File: config.mk
export PLATFORM = sky130hd
export DESIGN_NAME = ppc_top
export DESIGN_NICKNAME = d
export VERILOG_FILES = /design/src/verilog/ppc_pkg.sv /design/src/verilog/ppc_route.sv /design/src/verilog/ppc_top.sv
export VERILOG_INCLUDE_DIRS = /design/src /design/src/verilog
export SDC_FILE = /design/constraint.sdc
export NUM_CORES = 1
export LEC_CHECK = 0
export BUFFER_PORTS_ARGS = -buffer_cell sky130_fd_sc_hd__buf_2
export CAP_MARGIN = 20
export CORE_MARGIN = 2
export CORE_UTILIZATION = 37
export CTS_BUF_LIST = sky130_fd_sc_hd__clkbuf_4 sky130_fd_sc_hd__clkbuf_8 sky130_fd_sc_hd__clkbuf_16
export DETAILED_ROUTE_END_ITERATION = 8
export PLACE_DENSITY = 0.88
export SLEW_MARGIN = 10
export SYNTH_ARGS = -nofsm -noshare
export SYNTH_HDL_FRONTEND = slang
export SYNTH_SLANG_ARGS = --single-unit
File: constraint.sdc
create_clock -name I_CORE_CLK -period 3.9 [get_ports I_CORE_CLK]
set_clock_uncertainty 0.15 [all_clocks]
set_input_delay 0.195 -clock I_CORE_CLK [delete_from_list [all_inputs] [get_ports I_CORE_CLK]]
set_output_delay 0.195 -clock I_CORE_CLK [all_outputs]
set_load 0.02 [all_outputs]
File: src/verilog/ppc_params.svh
`ifndef PPC_PARAMS_SVH
`define PPC_PARAMS_SVH
// ==========================================
// Register byte addresses
`define PPC_ADDR_RSVD7      12'h000
`define PPC_ADDR_WTCTL      12'h004
`define PPC_ADDR_STATUS     12'h008
`define PPC_ADDR_CODEC      12'h00C
// ==========================================
// Control field positions
`define PPC_BIT_FORCE_RST   0
`define PPC_BIT_CLK_DIS     1
`define PPC_BIT_SP_SWITCH   2
`define PPC_BIT_SYN_EN      3
// ==========================================
// Reset values
`define PPC_WTCTL_RESET     4'h0
`define PPC_ZERO_WORD       32'h0000_0000
`endif

File: src/verilog/ppc_pkg.sv
package ppc_pkg;
  // Control bits of the wavetable pin control register
  typedef struct packed {
    logic syn_en;
    logic sp_switch;
    logic clk_dis;
    logic force_rst;
  } ppc_ctrl_t;
  // Pin steering result
  typedef struct packed {
    logic serial_on_pd41;
    logic sout_on_pd3;
    logic synth_on_pd75;
    logic sd_block;
    logic vol_remap;
  } ppc_route_t;
endpackage

File: src/verilog/ppc_route.sv
`timescale 1ns/10ps
module ppc_route (
  // Control
  input  wire ppc_pkg::ppc_ctrl_t  i_ctrl,
  input  wire logic                i_serial_port_enable,
  // Steering
  output ppc_pkg::ppc_route_t      o_route
);
  import ppc_pkg::*;
  always_comb begin
    o_route.serial_on_pd41 = i_ctrl.sp_switch & i_serial_port_enable;
    o_route.sout_on_pd3    = i_ctrl.sp_switch;
    o_route.synth_on_pd75  = i_ctrl.syn_en;
    o_route.sd_block       = i_ctrl.sp_switch | i_ctrl.syn_en;
    o_route.vol_remap      = i_ctrl.syn_en;
  end
endmodule

File: src/verilog/ppc_top.sv
`timescale 1ns/10ps
`include "ppc_params.svh"
module ppc_top (
  // Clock and reset
  input  wire logic        I_CORE_CLK,
  input  wire logic        I_RST,
  // APB slave
  input  wire logic        I_PSEL,
  input  wire logic        I_PENABLE,
  input  wire logic        I_PWRITE,
  input  wire logic [11:0] I_PADDR,
  input  wire logic [31:0] I_PWDATA,
  input  wire logic [3:0]  I_PSTRB,
  output logic      [31:0] O_PRDATA,
  output logic             O_PREADY,
  output logic             O_PSLVERR,
  // EEPROM configuration load
  input  wire logic        I_CFG_LOAD,
  input  wire logic        I_CFG_SP_SWITCH,
  input  wire logic        I_CFG_SYN_EN,
  // Synthesizer clock source
  input  wire logic        I_SYNTH_CLK,
  // Pin controls
  output logic             O_PERIPH_RESET_PIN_N,
  output logic             O_SYNTH_MCLK,
  output logic             O_SERIAL_ON_PD41,
  output logic             O_SERIAL_AUDIO_OUT_ON_PD3,
  output logic             O_SYNTH_ON_PD75,
  output logic             O_SD_BLOCK,
  output logic             O_VOL_REMAP
);
  import ppc_pkg::*;

  // ==========================================
  // Register state
  ppc_ctrl_t   ctrl;
  ppc_ctrl_t   next_ctrl;
  logic        serial_port_enable;
  logic        next_serial_port_enable;
  logic [31:0] prdata;
  logic [31:0] next_prdata;
  logic        pready;
  logic        next_pready;
  logic        pslverr;
  logic        next_pslverr;
  ppc_route_t  route;
  logic        setup;
  logic        wr_ok;
  logic        next_reset_pin_n;
  logic        next_synth_mclk;

  function automatic logic addr_hit(input logic [11:0] a);
    addr_hit = (a == `PPC_ADDR_RSVD7) || (a == `PPC_ADDR_WTCTL) ||
               (a == `PPC_ADDR_STATUS) || (a == `PPC_ADDR_CODEC);
  endfunction

  // Zero-wait APB: setup cycle arms pready, access completes one edge later
  assign setup = I_PSEL & ~I_PENABLE;
  assign wr_ok = I_PSEL & I_PENABLE & pready & I_PWRITE & I_PSTRB[0] & addr_hit(I_PADDR);

  always_comb begin
    next_ctrl               = ctrl;
    next_serial_port_enable = serial_port_enable;
    next_pready             = setup;
    next_pslverr            = setup & ~addr_hit(I_PADDR);
    next_prdata             = `PPC_ZERO_WORD;
    if (wr_ok && I_PADDR == `PPC_ADDR_WTCTL) begin
      // Upper bits of the byte are reserved and simply dropped
      next_ctrl.force_rst = I_PWDATA[`PPC_BIT_FORCE_RST];
      next_ctrl.clk_dis   = I_PWDATA[`PPC_BIT_CLK_DIS];
      next_ctrl.sp_switch = I_PWDATA[`PPC_BIT_SP_SWITCH];
      next_ctrl.syn_en    = I_PWDATA[`PPC_BIT_SYN_EN];
    end
    if (wr_ok && I_PADDR == `PPC_ADDR_CODEC) begin
      next_serial_port_enable = I_PWDATA[0];
    end
    // EEPROM load wins over a same-cycle register write for the serial-port switch and synth enable bits, since it runs at bring-up
    if (I_CFG_LOAD) begin
      next_ctrl.sp_switch = I_CFG_SP_SWITCH;
      next_ctrl.syn_en    = I_CFG_SYN_EN;
    end
    if (setup && !I_PWRITE) begin
      case (I_PADDR)
        `PPC_ADDR_WTCTL:  next_prdata[3:0] = ctrl;
        `PPC_ADDR_STATUS: next_prdata[4:0] = route;
        `PPC_ADDR_CODEC:  next_prdata[0]   = serial_port_enable;
        default:          next_prdata      = `PPC_ZERO_WORD;
      endcase
    end else if (!setup) begin
      next_prdata = prdata;
    end
  end

  always_ff @(posedge I_CORE_CLK) begin
    if (I_RST) begin
      ctrl               <= `PPC_WTCTL_RESET;
      serial_port_enable <= 1'b0;
      prdata             <= `PPC_ZERO_WORD;
      pready             <= 1'b0;
      pslverr            <= 1'b0;
    end else begin
      ctrl               <= next_ctrl;
      serial_port_enable <= next_serial_port_enable;
      prdata             <= next_prdata;
      pready             <= next_pready;
      pslverr            <= next_pslverr;
    end
  end

  assign O_PRDATA  = prdata;
  assign O_PREADY  = pready;
  assign O_PSLVERR = pslverr;

  // ==========================================
  // Pin steering
  ppc_route u_route (
    .i_ctrl               (ctrl),
    .i_serial_port_enable (serial_port_enable),
    .o_route              (route)
  );

  // Clock gate is registered so the output stays a flop; the clock is sampled, not passed through
  always_comb begin
    next_reset_pin_n = ~ctrl.force_rst;
    next_synth_mclk  = I_SYNTH_CLK & ~ctrl.clk_dis;
  end

  always_ff @(posedge I_CORE_CLK) begin
    if (I_RST) begin
      O_PERIPH_RESET_PIN_N      <= 1'b1;
      O_SYNTH_MCLK              <= 1'b0;
      O_SERIAL_ON_PD41          <= 1'b0;
      O_SERIAL_AUDIO_OUT_ON_PD3 <= 1'b0;
      O_SYNTH_ON_PD75           <= 1'b0;
      O_SD_BLOCK                <= 1'b0;
      O_VOL_REMAP               <= 1'b0;
    end else begin
      O_PERIPH_RESET_PIN_N      <= next_reset_pin_n;
      O_SYNTH_MCLK              <= next_synth_mclk;
      O_SERIAL_ON_PD41          <= route.serial_on_pd41;
      O_SERIAL_AUDIO_OUT_ON_PD3 <= route.sout_on_pd3;
      O_SYNTH_ON_PD75           <= route.synth_on_pd75;
      O_SD_BLOCK                <= route.sd_block;
      O_VOL_REMAP               <= route.vol_remap;
    end
  end

  // ==========================================
  // Assertions
  property p_rst_pin;
    @(posedge I_CORE_CLK) disable iff (I_RST) ctrl.force_rst |=> !O_PERIPH_RESET_PIN_N;
  endproperty
  a_rst_pin: assert property (p_rst_pin) else $error("reset pin not low");
  property p_mclk;
    @(posedge I_CORE_CLK) disable iff (I_RST) ctrl.clk_dis |=> !O_SYNTH_MCLK;
  endproperty
  a_mclk: assert property (p_mclk) else $error("mclk not gated");
  property p_pd41;
    @(posedge I_CORE_CLK) disable iff (I_RST)
      (ctrl.sp_switch && serial_port_enable) |=> O_SERIAL_ON_PD41;
  endproperty
  a_pd41: assert property (p_pd41) else $error("serial not on pins 4..1");
  property p_pd41_off;
    @(posedge I_CORE_CLK) disable iff (I_RST) !serial_port_enable |=> !O_SERIAL_ON_PD41;
  endproperty
  a_pd41_off: assert property (p_pd41_off) else $error("serial on pins without enable");
  property p_sd_sps;
    @(posedge I_CORE_CLK) disable iff (I_RST) ctrl.sp_switch |=> O_SD_BLOCK;
  endproperty
  a_sd_sps: assert property (p_sd_sps) else $error("data bus not blocked");
  property p_cfg;
    @(posedge I_CORE_CLK) disable iff (I_RST)
      I_CFG_LOAD |=> (ctrl.sp_switch == $past(I_CFG_SP_SWITCH)) && (ctrl.syn_en == $past(I_CFG_SYN_EN));
  endproperty
  a_cfg: assert property (p_cfg) else $error("config load lost");
  property p_pd75;
    @(posedge I_CORE_CLK) disable iff (I_RST) ctrl.syn_en |=> O_SYNTH_ON_PD75 && O_VOL_REMAP && O_SD_BLOCK;
  endproperty
  a_pd75: assert property (p_pd75) else $error("synth port not steered");
  property p_rsv;
    @(posedge I_CORE_CLK) disable iff (I_RST) O_PREADY |-> O_PRDATA[31:5] == 27'h000_0000;
  endproperty
  a_rsv: assert property (p_rsv) else $error("reserved bits not zero");
  property p_pd3;
    @(posedge I_CORE_CLK) disable iff (I_RST) ##1 O_SERIAL_AUDIO_OUT_ON_PD3 == $past(ctrl.sp_switch);
  endproperty
  a_pd3: assert property (p_pd3) else $error("serial out pin wrong");
  property p_rst;
    @(posedge I_CORE_CLK) $fell(I_RST) |-> ctrl == 4'h0 && O_PERIPH_RESET_PIN_N;
  endproperty
  a_rst: assert property (p_rst) else $error("control not clear after reset");
  property p_ready;
    @(posedge I_CORE_CLK) disable iff (I_RST) (I_PSEL && !I_PENABLE) |=> O_PREADY;
  endproperty
  a_ready: assert property (p_ready) else $error("no ready");
  property p_rst_pin_off;
    @(posedge I_CORE_CLK) disable iff (I_RST)
      !ctrl.force_rst |=> O_PERIPH_RESET_PIN_N;
  endproperty
  a_rst_pin_off: assert property (p_rst_pin_off) else $error("reset pin held low");
  // Sampled reset keeps out the release edge, where the pin still shows its reset level
  property p_mclk_pass;
    @(posedge I_CORE_CLK) disable iff (I_RST)
      (!I_RST && !ctrl.clk_dis) |=> O_SYNTH_MCLK == $past(I_SYNTH_CLK);
  endproperty
  a_mclk_pass: assert property (p_mclk_pass) else $error("mclk not passed");
  property p_pd41_sw_off;
    @(posedge I_CORE_CLK) disable iff (I_RST)
      !ctrl.sp_switch |=> !O_SERIAL_ON_PD41;
  endproperty
  a_pd41_sw_off: assert property (p_pd41_sw_off) else $error("serial on pins without switch");
  property p_sd_syn;
    @(posedge I_CORE_CLK) disable iff (I_RST)
      ctrl.syn_en |=> O_SD_BLOCK;
  endproperty
  a_sd_syn: assert property (p_sd_syn) else $error("data bus not blocked by synth port");
  property p_sd_off;
    @(posedge I_CORE_CLK) disable iff (I_RST)
      (!ctrl.sp_switch && !ctrl.syn_en) |=> !O_SD_BLOCK;
  endproperty
  a_sd_off: assert property (p_sd_off) else $error("data bus blocked without cause");
  property p_vol_off;
    @(posedge I_CORE_CLK) disable iff (I_RST)
      !ctrl.syn_en |=> !O_VOL_REMAP && !O_SYNTH_ON_PD75;
  endproperty
  a_vol_off: assert property (p_vol_off) else $error("volume remapped without synth port");
  property p_spe_wr;
    @(posedge I_CORE_CLK) disable iff (I_RST)
      (wr_ok && I_PADDR == `PPC_ADDR_CODEC) |=> serial_port_enable == $past(I_PWDATA[0]);
  endproperty
  a_spe_wr: assert property (p_spe_wr) else $error("serial port enable not written");
  property p_cfg_wins;
    @(posedge I_CORE_CLK) disable iff (I_RST)
      (I_CFG_LOAD && wr_ok && I_PADDR == `PPC_ADDR_WTCTL)
        |=> ctrl.force_rst == $past(I_PWDATA[`PPC_BIT_FORCE_RST]) && ctrl.sp_switch == $past(I_CFG_SP_SWITCH);
  endproperty
  a_cfg_wins: assert property (p_cfg_wins) else $error("config load and write mixed wrongly");

  // ==========================================
  // Bus assertions
  property p_wr_land;
    @(posedge I_CORE_CLK) disable iff (I_RST)
      (wr_ok && I_PADDR == `PPC_ADDR_WTCTL && !I_CFG_LOAD) |=> ctrl == $past(I_PWDATA[3:0]);
  endproperty
  a_wr_land: assert property (p_wr_land) else $error("control write lost");
  property p_no_wr;
    @(posedge I_CORE_CLK) disable iff (I_RST)
      (I_PSEL && I_PENABLE && I_PWRITE && !I_CFG_LOAD && (!I_PSTRB[0] || !addr_hit(I_PADDR)))
        |=> $stable(ctrl) && $stable(serial_port_enable);
  endproperty
  a_no_wr: assert property (p_no_wr) else $error("refused write changed state");
  property p_err;
    @(posedge I_CORE_CLK) disable iff (I_RST)
      (I_PSEL && !I_PENABLE) |=> O_PSLVERR == !addr_hit($past(I_PADDR));
  endproperty
  a_err: assert property (p_err) else $error("slave error wrong");
  property p_ready_pulse;
    @(posedge I_CORE_CLK) disable iff (I_RST)
      O_PREADY |=> !O_PREADY;
  endproperty
  a_ready_pulse: assert property (p_ready_pulse) else $error("ready held too long");
  property p_ready_only;
    @(posedge I_CORE_CLK) disable iff (I_RST)
      O_PREADY |-> $past(I_PSEL && !I_PENABLE);
  endproperty
  a_ready_only: assert property (p_ready_only) else $error("ready without setup");
  property p_rd_ctrl;
    @(posedge I_CORE_CLK) disable iff (I_RST)
      (I_PSEL && !I_PENABLE && !I_PWRITE && I_PADDR == `PPC_ADDR_WTCTL) |=> O_PRDATA == {28'h000_0000, $past(ctrl)};
  endproperty
  a_rd_ctrl: assert property (p_rd_ctrl) else $error("control read wrong");
  property p_rd_status;
    @(posedge I_CORE_CLK) disable iff (I_RST)
      (I_PSEL && !I_PENABLE && !I_PWRITE && I_PADDR == `PPC_ADDR_STATUS) |=> O_PRDATA == {27'h000_0000, $past(route)};
  endproperty
  a_rd_status: assert property (p_rd_status) else $error("status read wrong");
  property p_rd_codec;
    @(posedge I_CORE_CLK) disable iff (I_RST)
      (I_PSEL && !I_PENABLE && !I_PWRITE && I_PADDR == `PPC_ADDR_CODEC)
        |=> O_PRDATA == {31'h0000_0000, $past(serial_port_enable)};
  endproperty
  a_rd_codec: assert property (p_rd_codec) else $error("codec read wrong");
  property p_rsv7;
    @(posedge I_CORE_CLK) disable iff (I_RST)
      (I_PSEL && !I_PENABLE && !I_PWRITE && I_PADDR == `PPC_ADDR_RSVD7) |=> O_PRDATA == `PPC_ZERO_WORD;
  endproperty
  a_rsv7: assert property (p_rsv7) else $error("reserved register not zero");
  property p_rd_hold;
    @(posedge I_CORE_CLK) disable iff (I_RST)
      (!I_PSEL || I_PENABLE) |=> $stable(O_PRDATA);
  endproperty
  a_rd_hold: assert property (p_rd_hold) else $error("read data not held");
  c_wr: cover property (@(posedge I_CORE_CLK) wr_ok && I_PADDR == `PPC_ADDR_WTCTL);
  c_cfg: cover property (@(posedge I_CORE_CLK) I_CFG_LOAD && I_CFG_SYN_EN);
  c_err: cover property (@(posedge I_CORE_CLK) O_PSLVERR);
  c_rst_pin: cover property (@(posedge I_CORE_CLK) !O_PERIPH_RESET_PIN_N && O_SYNTH_ON_PD75);
  c_pd41: cover property (@(posedge I_CORE_CLK) O_SERIAL_ON_PD41 && !O_SYNTH_MCLK);
endmodule

Yosys cells after proc, flatten, opt, wreduce, memory -nomap -nowiden
Cells that the tools add are included.

cells by class
  $add $sub $neg = 0
  multipliers = 0
  div/mod/pow operators = 0
  order comparisons = 0
  eq/ne operators = 3
  shift-type cells = 0
  muxes and demuxes = 7
  bitwise gates (word level) = 14
  reductions and logical operators = 10

operators by type and width
  kind                                             count
  == test 12 x 4 -> 1 bit (second input constant)  2
  == test 12 x 3 -> 1 bit (second input constant)  1
  logical NOT 12 bit                               1
  two-way mux 5 bit                                2
  AND 1 bit                                        9
  one-hot mux 3 bit (2 select lines)               1
  two-way mux 4 bit                                1
  inverter 1 bit                                   4
  nonzero test 2 bit                               2
  logical AND 1 bit                                3
  logical OR 1 bit                                 3
  one-hot mux 1 bit (3 select lines)               1
  two-way mux 2 bit                                1
  logical NOT 1 bit                                1
  two-way mux 1 bit                                1
  OR 1 bit                                         1

storage, ports and cells
  flip-flop bits (word level) = 18
  bits in latches = 0
  memory bits (writable) = 0
  memory bits (read-only) = 0
  output and inout bits = 41
  word-level logic and storage cells = 48
  memories kept = 0

Longest topological paths before layout
  word-level depth = 8
  gate-level depth with buffers = 5
  depth with buffers taken out = 4

By module
Synthesis repeated with hierarchy kept, for this count alone.

unflattened totals
  cells, all modules = 108
  area total of the unflattened synthesis = 1,053.5 um^2

by module, submodules not included
  module     times used  cells each  area each (um^2)  sequential area each (um^2)
  ppc_top    1           103         1,017.2           380.4
  ppc_route  1           5           36.3              0.0

Least setup slack after synthesis
No wires, ideal clock.

  kind = input -> register
  from = in I_PADDR[5]
  to = reg prdata[4] (netlist: O_PRDATA[4])
  library setup time = 0.070 ns
  data arrival time = 1.811 ns
  required time = 3.680 ns
  slack = 1.869 ns
  stages = 4
  buffers on the path = 0
  cell sequence = or4_4 or4_4 or4_1 a21oi_1

on the way
  longest elaborated chain between the ends = 3

RTL lines
  element                  line            text
  from (decl)              ppc_top.sv:11   input wire logic [11:0] I_PADDR,
  == test 12 x 4 -> 1 bit  ppc_top.sv:83   case (I_PADDR)
  two-way mux 1 bit        ppc_top.sv:83
  two-way mux 5 bit        ppc_top.sv:82   if (setup && !I_PWRITE) begin
  to (signal assigned)     ppc_top.sv:98   prdata <= `PPC_ZERO_WORD;
  to (signal assigned)     ppc_top.sv:104  prdata <= next_prdata;
  to (decl)                ppc_top.sv:40   logic [31:0] prdata;

Every way passes these cells.
A chain may end at the register's enable or synchronous reset.

Final worst setup path
Same ends and word-level chain as after synthesis.

==> impl_metrics.toml <==
[run_status]
status = "finished, final reports clean"

[synth]
netlist_area_sq_um = 948
synth_area_per_cell_sq_um = 8.86
ys_seq_elements = 18
synthCells = 107
ys_types = 30
synth_top_area_share_pct = 38.0
yosys.area.top_type = "dfxtp_1"
yosysSeqAreaShare_pct = 38.0
synthTopCellsByArea = "dfxtp_1, buf_4, o21ai_0"
synth_warnings = 0

[critical_path]
start_kind = "input pin"
endpoint_kind = "flop"
crit_buf_inv = 1
crit_fanout = 5
worstSetupPathType = "input pin to flop"
crit_arrival_ns = 1.97
cpMaxStageDelayCell = "or4_4"
cp_top_family = "simple AND/OR/NAND/NOR gates"
crit_top_cell = "or4_4"
slowest_delay_ns = 0.53
path_cells = "buf_2 -> or4_4 -> or4_4 -> or4_1 -> a21oi_1"
crit_required_ns = 3.97

[clocking]
cts_buffers = 3
cts_sinks = 18
clockRootBuffer = "clkbuf_4"
cts.htree.levels = 1
cts_setup_buffers = 0
clk_pin_slew_worst_paths_ns = 0.09
worst_skew_pair.late_latency_ns = 0.28
cts_resized = 0
cts_buffer_depth = 2
cts_tree = "yes"
ctsHoldBuffers = 1

[drt]
vias = 808
drt-vias-per-instance = 4.59
wire_per_inst_um = 10.6
drt_first_pass_iters = 4
drc = 0
routed_wl_um = 1860
drt_iter0_markers = 27
drtAntennaViolNets = 0

[placement]
dpl.hpwl_um = 1570
numPlacedInstances = 172
gp_congestion = 0.821
port_buffers = 39

[sta]
max_slew_margin_pct = 59.3
fin_crit_sh_pct = 48.8
tns_ns = 0
hold_violations = 0
hold_slack_ns = 0.0209
setup_viol = 0
final_max_slew_viol_count = 0
max_freq_mhz = 526
rsz0062_at_grt = "no"
period_minus_slack_ns = 1.90
worst_pin_slew_ns = 0.605

[layout]
n_antenna_cell = 0
syn_to_final_growth_pct = 15.3
drive_above_1_share_pct = 32.9
fill_cells = 262
fin_util_pct = 44.5
nets = 205
final_cells = 176

[floorplanning]
fp.dieH_um = 54.6
die-area_sq_um = 2980
io_pins = 98
die_w_um = 54.6
rows = 18
coreArea_sq_um = 2450
initial_core_util_pct = 38.6

[pwr]
combinationalPowerShare_pct = 18.6
power.switching_uw = 96.3
power_report.internal_total_uw = 243
clock_power_share_pct = 25.2
switching_share_pct = 28.4
ir_drop_uv = 182
p_leak_uw = 0.000520
pwr-share-seq_pct = 56.2
power_density_nw_per_um2 = 311

[grt]
antenna_found_initial = 0
grt_pass1_wl_um = 2880
grt_max_degree = 14
grt_use_total_pct = 13.0
grt_pass1_vias = 682
grt-ovfl-total = 0

[hold_path]
hold_path_class = "input pin to flop"

[flow_run]
max_cap_violations = 0
-- sequential cells by signal, indices dropped and copies added, names as in the netlist --
register / flops
O_PRDATA: 5
ctrl: 4
O_PERIPH_RESET_PIN_N: 1
O_PREADY: 1
O_PSLVERR: 1
O_SD_BLOCK: 1
O_SERIAL_AUDIO_OUT_ON_PD3: 1
O_SERIAL_ON_PD41: 1
O_SYNTH_MCLK: 1
O_VOL_REMAP: 1
serial_port_enable: 1
-- cell usage in the layout (no fill, tap or decap) --
cell type / count
inv_1: 3
a31o_2: 1
or4_1: 2
and3_1: 2
nor2b_1: 5
nand2_1: 5
nand3b_1: 1
conb_1: 27
nand4_1: 2
or4_4: 2
o21ai_0: 8
o21a_1: 1
nor3_1: 1
dfxtp_1: 18
a41oi_1: 2
mux2_2: 1
nand2b_1: 2
and4bb_2: 1
nor3b_1: 1
a221oi_1: 2
nor4bb_1: 1
or2_2: 1
nand3_1: 3
a21oi_1: 5
dlygate4sd3_1: 1
a22oi_1: 3
nor4_1: 1
clkbuf_4: 3
buf_2: 39
nor2_1: 1
and2_1: 1
-- layer usage --
layer,global-route usage (%),up-vias,wire (um)
met1,14.9,360,740
met4,5.00,0,5
met2,23.2,46,927
met5,0,-,0
met3,2.73,2,189
li1,-,400,-
-- power groups by stage --
stage	Sequential, uW	Clock, uW	Combinational (uW)
final	191	85.7	63.0
after global placement	195	0	61.2
after global routing	192	97.3	69.3
after detailed placement	195	0	62.0
after floorplan	199	0	58.3
after CTS	191	90.4	62.8
-- final timing paths --
kind	startpoint	to	slack, ns	cells past startpoint
worst max-delay path	I_PADDR[5]	O_PRDATA[4]	2.00	5
worst min-delay path	I_SYNTH_CLK	O_SYNTH_MCLK	0.02	2
worst max register to register	O_PREADY	ctrl[3]	2.51	4
worst min register to register	ctrl[0]	O_PERIPH_RESET_PIN_N	0.28	1
-- per-stage QoR --
stage,total power [uW],cell area (sq um),setup slack (ns)
floorplan,257,1050,1.87
global placement,256,1060,1.73
finish,340,1090,2.00
global route,358,1090,1.92
CTS,344,1090,2.00
detailed placement,257,1060,1.69
-- synthesized netlist by cell type, drive strengths merged --
cell / instances
buf: 28
dfxtp: 18
o21ai: 8
a21oi: 5
nand2: 5
nor2b: 5
or4: 4
a22oi: 3
inv: 3
nand3: 3
a221oi: 2
a41oi: 2
and3: 2
clkbuf: 2
nand2b: 2
nand4: 2
a31o: 1
and2: 1
and4bb: 1
conb: 1
mux2: 1
nand3b: 1
nor2: 1
nor3: 1
nor3b: 1
nor4: 1
nor4bb: 1
o21a: 1
or2: 1
-- cells by family after synthesis --
kind of cell	after synthesis	synth area share (%)
buffers and inverters	33	24.1
AOI/OAI and AO/OA	22	14.6
DFF	18	38.0
muxes	1	1.19
and+or+nand+nor	32	21.6
other	1	0.395
-- layout make-up --
cell class	count	area, sq um	area share [%]
sequential	18	360	33.0
tap	30	37.5	3.43
timing repair buffer	40	205	18.8
clock buffer	3	22.5	2.06
multi-input combinational	82	457	41.8
inverter	3	11.3	1.03
(Power assumes the default switching activity.)
